[src/design/mfm_pkg.sv]
// Purpose: shared constants and carriers for the motor fault manager
// Assumes: 10 MHz system clock
// Notes:   monitor inputs are raw comparator levels from outside
//
// Functional notes
// - no stop-on-fault: short or bootstrap fault turns off that switch until next pwm-on
// - sync loss coasts the motor; restart bit 1 re-enters startup at once
// - restart bit 0 latches sync loss, drives off until demand/run/status-read/por
// - diagnostic bits latch; cleared only by por or a read with clear select 0
// - a mask bit suppresses its diagnostic fully; por and system error unmaskable
// - main supply below reset threshold disables outputs and resets all logic
// - leaving power-down restores registers, clears faults, sets any-fault and por flags
// - host reset held 10 ms after logic regulator valid, or first serial transfer if masked
// - the same power-on sequence runs for first power-up and brown-out
// - temperature warning only sets a latched flag
// - overtemp with stop-on-fault: flag, drives off, regulator off, host reset low
// - after overtemp clears, regulator off and reset low for a further 10 ms
// - overtemp without stop-on-fault only sets the latched flag
// - supply-low condition has hysteresis; its flag stays latched until cleared
// - supply-low with stop-on-fault disables drives; restart or latch on removal
// - supply-low mask disables both monitor and its action
// - gate supply low forces drives low, re-enables on recovery, flag latched
// - logic regulator low sets flag, host reset low, drives off
// - after regulator recovers, reset held 10 ms then released, watchdog reset
// - watchdog held in reset and input ignored 100 ms after host reset release
// - restart on first watchdog transition; restart bit 0 also needs a clearing event
// - stop-on-fault enable selects whether non-critical faults disable drives
package mfm_pkg;
    localparam int unsigned CLK_HZ       = 10_000_000;
    localparam int unsigned RST_HOLD_MS  = 10;
    localparam int unsigned WD_HOLD_MS   = 100;
    localparam int unsigned RST_HOLD_CYC = CLK_HZ / 1000 * RST_HOLD_MS;
    localparam int unsigned WD_HOLD_CYC  = CLK_HZ / 1000 * WD_HOLD_MS;
    localparam int unsigned CNT_W        = 20;

    // mask bit positions
    localparam int unsigned MSK_SUPPLY   = 0;
    localparam int unsigned MSK_GATE     = 1;
    localparam int unsigned MSK_LOGIC    = 2;
    localparam int unsigned MSK_TWARN    = 3;
    localparam int unsigned MSK_OTEMP    = 4;
    localparam int unsigned MSK_SYNC     = 5;
    localparam int unsigned MSK_SHORT    = 6;
    localparam int unsigned MSK_W        = 7;

    typedef struct packed {
        logic       supply_low;
        logic       gate_supply_low;
        logic       logic_reg_low;
        logic       temp_warn;
        logic       overtemp;
        logic       sync_loss;
        logic       short_fault;
        logic [5:0] short_switch;
    } mfm_mon_type;

    typedef struct packed {
        logic any_fault_flag;
        logic por_flag;
        logic supply_low_flag;
        logic gate_supply_low_flag;
        logic logic_reg_low_flag;
        logic thermal_warning_flag;
        logic overtemp_flag;
        logic sync_loss_flag;
        logic short_flag;
    } mfm_flags_type;
endpackage

[src/design/mfm_hold_timer.sv]
// Purpose: retriggerable hold timer for reset and watchdog intervals
// Assumes: single clock domain
// Notes:   busy while counting; retrigger restarts the count
`timescale 1ns/1ps
`default_nettype none
module mfm_hold_timer #(
    parameter int unsigned CYCLES = 100
) (
    input  wire logic clock,
    input  wire logic rst_n,
    input  wire logic trigger,
    output logic      busy
);
    logic [mfm_pkg::CNT_W-1:0] cnt_q;
    logic [mfm_pkg::CNT_W-1:0] cnt_d;

    always_comb begin
        cnt_d = cnt_q;
        if (trigger) begin
            cnt_d = mfm_pkg::CNT_W'(CYCLES);
        end else if (cnt_q != '0) begin
            cnt_d = cnt_q - 1'b1;
        end
    end

    always_ff @(posedge clock or negedge rst_n) begin
        if (!rst_n) begin
            cnt_q <= '0;
        end else begin
            cnt_q <= cnt_d;
        end
    end

    assign busy = trigger || (cnt_q != '0);
endmodule
`default_nettype wire

[src/design/mfm_sync2.sv]
// Purpose: two-stage synchroniser for a vector of pin levels
// Assumes: inputs asynchronous to clock
// Notes:   first stage is read only by the second
`timescale 1ns/1ps
`default_nettype none
module mfm_sync2 #(
    parameter int unsigned W = 1
) (
    input  wire logic         clock,
    input  wire logic         rst_n,
    input  wire logic [W-1:0] d,
    output logic      [W-1:0] q
);
    logic [W-1:0] s1_q;
    logic [W-1:0] s2_q;

    always_ff @(posedge clock or negedge rst_n) begin
        if (!rst_n) begin
            s1_q <= '0;
            s2_q <= '0;
        end else begin
            s1_q <= d;
            s2_q <= s1_q;
        end
    end

    assign q = s2_q;
endmodule
`default_nettype wire

[src/design/mfm_fault_manager.sv]
// Purpose: fault supervision, drive disable and host reset sequencing
// Assumes: rst_n is the main-supply power-on reset; control bits are
//          synchronous register outputs, monitors arrive from pins
// Notes:   flags are sticky; a set in the clearing cycle wins
`timescale 1ns/1ps
`default_nettype none
module mfm_fault_manager (
    input  wire logic                  clock,
    input  wire logic                  rst_n,
    input  wire mfm_pkg::mfm_mon_type  mon_pin,
    input  wire logic                  watchdog_in,
    input  wire logic                  stop_on_fault_enable,
    input  wire logic                  restart_after_fault,
    input  wire logic                  run_bit,
    input  wire logic                  demand_nonzero,
    input  wire logic [6:0]            mask,
    input  wire logic                  watchdog_mask_bit,
    input  wire logic                  serial_valid,
    input  wire logic                  status_read,
    input  wire logic                  diag_read,
    input  wire logic                  read_clear_sel,
    input  wire logic [5:0]            pwm_on,
    output mfm_pkg::mfm_flags_type     flags,
    output logic                       gate_enable_all,
    output logic [5:0]                 switch_enable,
    output logic                       startup_req,
    output logic                       logic_regulator_out,
    output logic                       host_reset_out_n,
    output logic                       watchdog_hold,
    output logic                       logic_io_enable
);
    // ------------------------------------------------------------
    // input synchronisation
    // ------------------------------------------------------------
    mfm_pkg::mfm_mon_type mon_s;
    logic                 wd_s;

    mfm_sync2 #(.W($bits(mfm_pkg::mfm_mon_type) + 1)) u_sync (
        .clock (clock),
        .rst_n (rst_n),
        .d     ({mon_pin, watchdog_in}),
        .q     ({mon_s, wd_s})
    );

    // ------------------------------------------------------------
    // masking
    // ------------------------------------------------------------
    // masked monitors vanish: no flag, no state, no action, except raw regulator-low still gates logic_io_enable during power-up
    mfm_pkg::mfm_mon_type mon;
    always_comb begin
        mon = mon_s;
        if (mask[mfm_pkg::MSK_SUPPLY]) mon.supply_low = 1'b0;
        if (mask[mfm_pkg::MSK_GATE])   mon.gate_supply_low = 1'b0;
        if (mask[mfm_pkg::MSK_LOGIC])  mon.logic_reg_low = 1'b0;
        if (mask[mfm_pkg::MSK_TWARN])  mon.temp_warn = 1'b0;
        if (mask[mfm_pkg::MSK_OTEMP])  mon.overtemp = 1'b0;
        if (mask[mfm_pkg::MSK_SYNC])   mon.sync_loss = 1'b0;
        if (mask[mfm_pkg::MSK_SHORT]) begin
            mon.short_fault  = 1'b0;
            mon.short_switch = '0;
        end
    end

    // ------------------------------------------------------------
    // clearing events
    // ------------------------------------------------------------
    logic run_prev_q;
    logic dem_prev_q;
    logic wd_prev_q;
    logic run_reset;
    logic dem_reset;
    logic rd_clear;
    logic clear_evt;

    // other party performs these sequences
    assign run_reset = run_bit && !run_prev_q;
    assign dem_reset = demand_nonzero && !dem_prev_q;
    assign rd_clear  = (status_read || diag_read) && !read_clear_sel;
    assign clear_evt = run_reset || dem_reset
                       || (status_read && !read_clear_sel);

    // ------------------------------------------------------------
    // host reset and watchdog sequencing
    // ------------------------------------------------------------
    logic ot_stop;
    logic rst_trig;
    logic rst_busy;
    logic hold_rel;
    logic wd_busy;
    logic por_seq_q;
    logic por_seq_d;
    logic rel_prev_q;
    logic host_rel;
    logic wd_edge;
    logic ot_busy;
    logic early_q;
    logic early_d;
    logic [1:0] settle_q;

    assign ot_stop  = mon.overtemp && stop_on_fault_enable;
    // retriggered while any cause persists, so count runs after it clears
    assign rst_trig = mon.logic_reg_low
                      || ot_stop;

    // monitors are unknown until both sync stages fill, so hold meanwhile
    mfm_hold_timer #(.CYCLES(mfm_pkg::RST_HOLD_CYC)) u_rst_hold (
        .clock   (clock),
        .rst_n   (rst_n),
        .trigger (rst_trig || !settle_q[1]),
        .busy    (rst_busy)
    );

    // own timer: the regulator must not wait out a regulator-low hold
    mfm_hold_timer #(.CYCLES(mfm_pkg::RST_HOLD_CYC)) u_ot_hold (
        .clock   (clock),
        .rst_n   (rst_n),
        .trigger (ot_stop),
        .busy    (ot_busy)
    );

    // early release by a serial transfer only on the power-up hold
    always_comb begin
        por_seq_d = por_seq_q;
        early_d   = early_q;
        if (ot_stop || host_rel) begin
            por_seq_d = 1'b0;
        end
        // a transfer before the monitors settle proves nothing
        if (rst_trig) begin
            early_d = 1'b0;
        end else if (por_seq_q && settle_q[1] && serial_valid
                     && watchdog_mask_bit) begin
            early_d = 1'b1;
        end
    end

    // the early release is kept until the next hold cause
    assign hold_rel = !rst_busy || early_q;
    assign host_rel = hold_rel && !rst_trig;
    assign wd_edge  = (wd_s != wd_prev_q) && !wd_busy;

    mfm_hold_timer #(.CYCLES(mfm_pkg::WD_HOLD_CYC)) u_wd_hold (
        .clock   (clock),
        .rst_n   (rst_n),
        .trigger (host_rel && !rel_prev_q),
        .busy    (wd_busy)
    );

    // ------------------------------------------------------------
    // fault states
    // ------------------------------------------------------------
    logic       sync_lat_q;
    logic       sync_lat_d;
    logic       sup_lat_q;
    logic       sup_lat_d;
    logic       short_lat_q;
    logic       short_lat_d;
    logic       wd_wait_q;
    logic       wd_wait_d;
    logic       wd_lat_q;
    logic       wd_lat_d;
    logic [5:0] sw_off_q;
    logic [5:0] sw_off_d;
    logic       sup_prev_q;
    logic       start_d;
    logic       start_q;

    always_comb begin
        sync_lat_d  = sync_lat_q;
        sup_lat_d   = sup_lat_q;
        short_lat_d = short_lat_q;
        wd_wait_d   = wd_wait_q;
        wd_lat_d    = wd_lat_q;
        sw_off_d    = sw_off_q & ~pwm_on;
        start_d     = 1'b0;
        if (clear_evt) begin
            sync_lat_d  = 1'b0;
            sup_lat_d   = 1'b0;
            short_lat_d = 1'b0;
        end
        if (diag_read && !read_clear_sel) short_lat_d = 1'b0;
        if (mon.sync_loss) begin
            if (restart_after_fault && run_bit && demand_nonzero) begin
                start_d = 1'b1;
            end else if (!restart_after_fault) begin
                sync_lat_d = 1'b1;
            end
        end
        if (stop_on_fault_enable && sup_prev_q && !mon.supply_low) begin
            if (restart_after_fault) begin
                start_d = 1'b1;
            end else begin
                sup_lat_d = 1'b1;
            end
        end
        if (mon.short_fault) begin
            if (stop_on_fault_enable) begin
                short_lat_d = 1'b1;
            end else begin
                sw_off_d = sw_off_d | mon.short_switch;
            end
        end
        // host-side recovery waits for first watchdog transition
        if (rst_trig) begin
            wd_wait_d = 1'b1;
            wd_lat_d  = !restart_after_fault;
        end else if (wd_wait_q && wd_edge) begin
            wd_wait_d = 1'b0;
            start_d   = restart_after_fault && run_bit && demand_nonzero;
        end
        if (wd_lat_q && !wd_wait_q && clear_evt) begin
            wd_lat_d = 1'b0;
        end
    end

    always_ff @(posedge clock or negedge rst_n) begin
        if (!rst_n) begin
            sync_lat_q  <= 1'b0;
            sup_lat_q   <= 1'b0;
            short_lat_q <= 1'b0;
            wd_wait_q   <= 1'b1;
            wd_lat_q    <= 1'b0;
            sw_off_q    <= '0;
            sup_prev_q  <= 1'b0;
            start_q     <= 1'b0;
            run_prev_q  <= 1'b0;
            dem_prev_q  <= 1'b0;
            wd_prev_q   <= 1'b0;
            rel_prev_q  <= 1'b0;
            por_seq_q   <= 1'b1;
            early_q     <= 1'b0;
            settle_q    <= '0;
        end else begin
            sync_lat_q  <= sync_lat_d;
            sup_lat_q   <= sup_lat_d;
            short_lat_q <= short_lat_d;
            wd_wait_q   <= wd_wait_d;
            wd_lat_q    <= wd_lat_d;
            sw_off_q    <= sw_off_d;
            sup_prev_q  <= mon.supply_low;
            start_q     <= start_d;
            run_prev_q  <= run_bit;
            dem_prev_q  <= demand_nonzero;
            wd_prev_q   <= wd_s;
            rel_prev_q  <= host_rel;
            por_seq_q   <= por_seq_d;
            early_q     <= early_d;
            settle_q    <= {settle_q[0], 1'b1};
        end
    end

    // ------------------------------------------------------------
    // sticky flags
    // ------------------------------------------------------------
    mfm_pkg::mfm_flags_type flg_q;
    mfm_pkg::mfm_flags_type flg_d;
    logic                   any_set;

    always_comb begin
        flg_d   = flg_q;
        // clear first so a simultaneous set wins
        if (rd_clear) begin
            flg_d = '0;
        end
        any_set = mon.supply_low || mon.gate_supply_low
                  || mon.logic_reg_low || mon.temp_warn || mon.overtemp
                  || mon.sync_loss || mon.short_fault;
        if (mon.supply_low) flg_d.supply_low_flag = 1'b1;
        if (mon.gate_supply_low) flg_d.gate_supply_low_flag = 1'b1;
        if (mon.logic_reg_low) flg_d.logic_reg_low_flag = 1'b1;
        if (mon.temp_warn) flg_d.thermal_warning_flag = 1'b1;
        if (mon.overtemp) flg_d.overtemp_flag = 1'b1;
        if (mon.sync_loss) flg_d.sync_loss_flag = 1'b1;
        if (mon.short_fault) flg_d.short_flag = 1'b1;
        if (any_set) flg_d.any_fault_flag = 1'b1;
    end

    always_ff @(posedge clock or negedge rst_n) begin
        if (!rst_n) begin
            flg_q                <= '0;
            flg_q.any_fault_flag <= 1'b1;
            flg_q.por_flag       <= 1'b1;
        end else begin
            flg_q <= flg_d;
        end
    end

    // ------------------------------------------------------------
    // outputs
    // ------------------------------------------------------------
    // critical faults always disable; supply-low, overtemp and short disable all drives only with stop enabled
    assign gate_enable_all = !mon.gate_supply_low
        && !mon.logic_reg_low && !rst_busy
        && !ot_stop
        && !mon.sync_loss && !sync_lat_q
        && !(stop_on_fault_enable && mon.supply_low)
        && !sup_lat_q && !short_lat_q
        && !wd_wait_q && !wd_lat_q;
    assign switch_enable = {6{gate_enable_all}} & ~sw_off_q;
    assign startup_req   = start_q;
    assign logic_regulator_out = !ot_busy;
    assign host_reset_out_n = host_rel;
    assign watchdog_hold    = wd_busy;
    assign logic_io_enable  = !(por_seq_q && (mon_s.logic_reg_low
                                || !settle_q[1]));
    assign flags = flg_q;
endmodule
`default_nettype wire

[config.mk]
export PLATFORM = sky130hd
export DESIGN_NAME = mfm_fault_manager
export DESIGN_NICKNAME = d
export VERILOG_FILES = /design/src/design/mfm_pkg.sv /design/src/design/mfm_hold_timer.sv /design/src/design/mfm_sync2.sv /design/src/design/mfm_fault_manager.sv
export SDC_FILE = /design/constraint.sdc
export NUM_CORES = 1
export LEC_CHECK = 0
export BUFFER_PORTS_ARGS = -buffer_cell sky130_fd_sc_hd__buf_2
export CAP_MARGIN = 5
export CELL_PAD_IN_SITES_DETAIL_PLACEMENT = 1
export CELL_PAD_IN_SITES_GLOBAL_PLACEMENT = 2
export CORE_UTILIZATION = 41
export CTS_CLUSTER_DIAMETER = 150
export CTS_CLUSTER_SIZE = 12
export DETAILED_ROUTE_END_ITERATION = 12
export GPL_TIMING_DRIVEN = 0
export PLACE_DENSITY = 0.95
export SYNTH_ARGS = -nofsm -noshare
export SYNTH_HDL_FRONTEND = slang
export SYNTH_SLANG_ARGS = --single-unit
[constraint.sdc]
create_clock -name clock -period 6.2 [get_ports clock]
set_clock_uncertainty 0.1 [all_clocks]
set_input_delay 0.62 -clock clock [delete_from_list [all_inputs] [get_ports clock]]
set_output_delay 0.62 -clock clock [all_outputs]
set_load 0.05 [all_outputs]
==> impl_results.md <==
* Core region area at 0.0126 sq mm
* Pre-antenna DRT Iters at 4
* Cells after synthesis at 500
* Critical Setup Path Class: flop to primary output
* Result of the run: finished clean
* Startpoint kind of the worst setup timing path: flop
* R2r worst-path depth at 8
* Number of nets still failing antenna checks after routing at 0
* EDFF count, synth at 0
* Critical-path cell with the highest stage delay: or4b_1
* Total count of hold-check failures in the final report at 0
* Count of port buffers added during placement at 58
* Number of global-route vias before repair at 4263
* Commonest non-fill, non-tap cells in the layout: dfrtp_1 (114), nor2_1 (66), buf_2 (60)
* Most frequently used flop master after synthesis: dfrtp_1
* Data required, critical path at 5.48 ns
* Fillers at 1401
* Residual DRC count at 0
* Resized cells post-CTS at 0
* Share of synthesized area occupied by flip-flops and latches at 56.2%
* Maximum buffer depth of the clock tree at 2
* Net count of the mapped netlist at 541
* Area share of the largest cell type after synthesis at 54.2%
* Antenna diode instance count at 0
* Origin of the worst min-delay path: mon_pin[10]
* R2r setup slk at 3.47 ns
* Critical path capture point: watchdog_hold
* Biggest fanout along the worst timing path at 9
* Capturing point of the worst reg2reg path: u_wd_hold.cnt_q[15]$_DFFE_PN0P_
* Leading cell type in the layout, fill and taps excluded: dfrtp_1
* Number of antenna violations at the first check in global routing at 0
* Cell accounting for the most synthesized area: dfrtp_1
* Setup repair after global routing missed its margin: false
* Std-Cell Rows at 41
* Final nets at 620
* CTS H-Tree Depth at 4
* Horizontal die dimension at 115 um
* Total setup buffers inserted after CTS at 0
* Biggest area contributors in the synthesized netlist: dfrtp_1 (54%), nor2_1 (4.7%), nand2_1 (3.4%)
* Placer's final routability congestion estimate at 0.763
* Worst-Margin Slew at 0.761 ns
* Min-Delay Path Class: input pin to flop
* Total length of routed wires at 12.9 mm
* Post-synthesis cell type count at 63
* Min Tclk post-route at 3.81 ns
* Cell Area, Synth at 0.00527 sq mm
* Max incr delay on CP at 0.56 ns
* Initial Util at 41.9%
* Largest net degree at the start of global routing at 90
* Full die area at 0.0133 sq mm
* Max-cap violations at 0
* Vias after detailed routing at 4064
* Pins over their slew limit at 0
* Average via count per standard cell at 5.32
* Final non-filler cell area at 0.00642 sq mm
* Count of yosys warnings during synthesis at 0
* Growth of design area from synthesis to finish at 21.9%
* Clock buffers created by TritonCTS at 17
* Leak at 2.78 nW
* Average cell area after synthesis at 10.5 sq um
* HPWL after DPL at 8.80 mm
* Achievable frequency at 263 MHz
* I/O pin count at 59
* Worst slew slack as a fraction of its limit at 48.8%
* Fraction of the cycle the final worst path needs at 61.4%
* Worst supply voltage drop on vdd at 0.000236 V
* Pwr Density at 322 mW/mm^2
* Detail-routed net length per standard cell at 16.9 um
* Startpoint of the worst register-to-register path: u_rst_hold.cnt_q[0]$_DFFE_PN0P_
* Sum of overflow across all layers after global routing at 0
* Hold buffer count at cts at 1
* Chip Height at 115 um
* Endpoint kind of the worst setup timing path: primary output
* Share of flip-flops with an asynchronous set or reset at 100%
* Proportion of layout cells with a drive suffix above 1 at 20.9%
* CTS tree: built
* Critical path launch point: u_rst_hold.cnt_q[0]$_DFFE_PN0P_
* Clock transition at the registers of the reported paths at 0.06 ns
* Worst-skew pair later-pin latency at 0.42 ns
* Violation count after the first detailed-routing iteration at 93
* Number of sinks driven by the clock tree at 118
* Final sum of negative setup slack at 0 ns
* Root buffer selected by CTS: clkbuf_16
* GRT Total Usage at 21.6%
* Ordered cell list for the critical path: inv_1 > ha_1 > or4b_1 > nor3_4 > a31oi_2 > or3_1 > buf_6 > nand2_1 > buf_2
* Arrival @ worst endpoint at 3.09 ns
* Number of synthesized register bits at 118
* Cell area after placement at 0.00580 sq mm
* Setup violation total in the final timing report at 0
* First-pass GRT wire length at 21.8 mm
power breakdown:
group          internal [W]  switching (W)
logic             0.0000734       0.000120
registers          0.000821      0.0000469
clock network      0.000635       0.000370
total               0.00153       0.000537
area by class of cell:
class / instances / area (sq um) / area share [%]
multi-input cells: 350 / 2160 / 33.7
plain buffers: 11 / 63.8 / 0.994
well taps: 172 / 215 / 3.35
repair buffers: 60 / 334 / 5.21
inverters: 21 / 78.8 / 1.23
clock buffers: 18 / 429 / 6.69
clock inverters: 14 / 174 / 2.71
flip-flops and latches: 118 / 2960 / 46.1
logic make-up (layout without fill, tap and decap cells):
kind of cell | count (synthesis) | after routing | synth area share, %
buf+inv | 32 | 124 | 2.71
xor+xnor | 35 | 35 | 5.82
other cells | 1 | 1 | 0.0712
mux | 9 | 9 | 1.76
flops | 118 | 118 | 56.2
simple gates | 236 | 236 | 23.9
fa+ha+maj | 3 | 3 | 0.713
compound gates | 66 | 66 | 8.86
sequential cells by signal, indices dropped and copies added, names as in the netlist, 2 cells and up:
| name | cells |
|---|---|
| settle_q | 2 |
| u_sync.s1_q | 14 |
| flags | 9 |
| u_sync.q | 14 |
| u_ot_hold.cnt_q | 20 |
| u_wd_hold.cnt_q | 20 |
| u_rst_hold.cnt_q | 20 |
| sw_off_q | 6 |
routing by layer:
layer	vias to the layer above	GRT usage (%)	part of all wire (%)
li1	1907	-	-
met1	2063	26.7	44
met3	27	6.06	3.7
met2	67	35.0	50
met4	0	10.2	2.1
met5	-	0	0
through the flow:
step | total power (W) | setup slack, ns | hold WS, ns | instances | utilization (%)
after floorplan | 0.000995 | 3.11 | 0.224 | 500 | -
after global placement | 0.00106 | 2.85 | 0.232 | 730 | 45.9
after detailed placement | 0.00107 | 2.84 | 0.236 | 731 | 46.2
after CTS | 0.00209 | 2.37 | 0.187 | 764 | 51.1
after global routing | 0.00216 | 2.19 | 0.183 | 764 | 51.1
final | 0.00207 | 2.39 | 0.201 | 764 | 51.1
worst max-delay path: cells and delay by family, from the launching register on:
| kind | cells | cell delay, ns |
|---|---|---|
| and+or+nand+nor | 4 | 1.27 |
| DFF | 1 | 0.42 |
| AOI/OAI and AO/OA | 1 | 0.20 |
| adders and majority gates | 1 | 0.29 |
| buffers and inverters | 3 | 0.48 |
cell usage after synthesis (7+ instances only):
master,number
a21oi_1,7
dfrtp_1,114
inv_1,21
mux2i_1,7
nand2_1,48
nand2b_1,11
nand3_1,12
nor2_1,66
nor3_1,27
o21ai_0,17
or3_1,12
or4_1,7
xnor2_1,19
xor2_1,16
worst min path at each step:
stage               cells past startpoint                   endpoint  slack (ns)
finish                                  1  u_sync.s1_q[11]$_DFF_PN0_        0.20
global route                            1  u_sync.s1_q[12]$_DFF_PN0_        0.18
CTS                                     1  u_sync.s1_q[11]$_DFF_PN0_        0.19
detailed placement                      0      settle_q[1]$_DFF_PN0_        0.24
global placement                        0      u_sync.q[7]$_DFF_PN0_        0.23
floorplan                               0       dem_prev_q$_DFF_PN0_        0.22
Power figures use the tool's default switching activity.
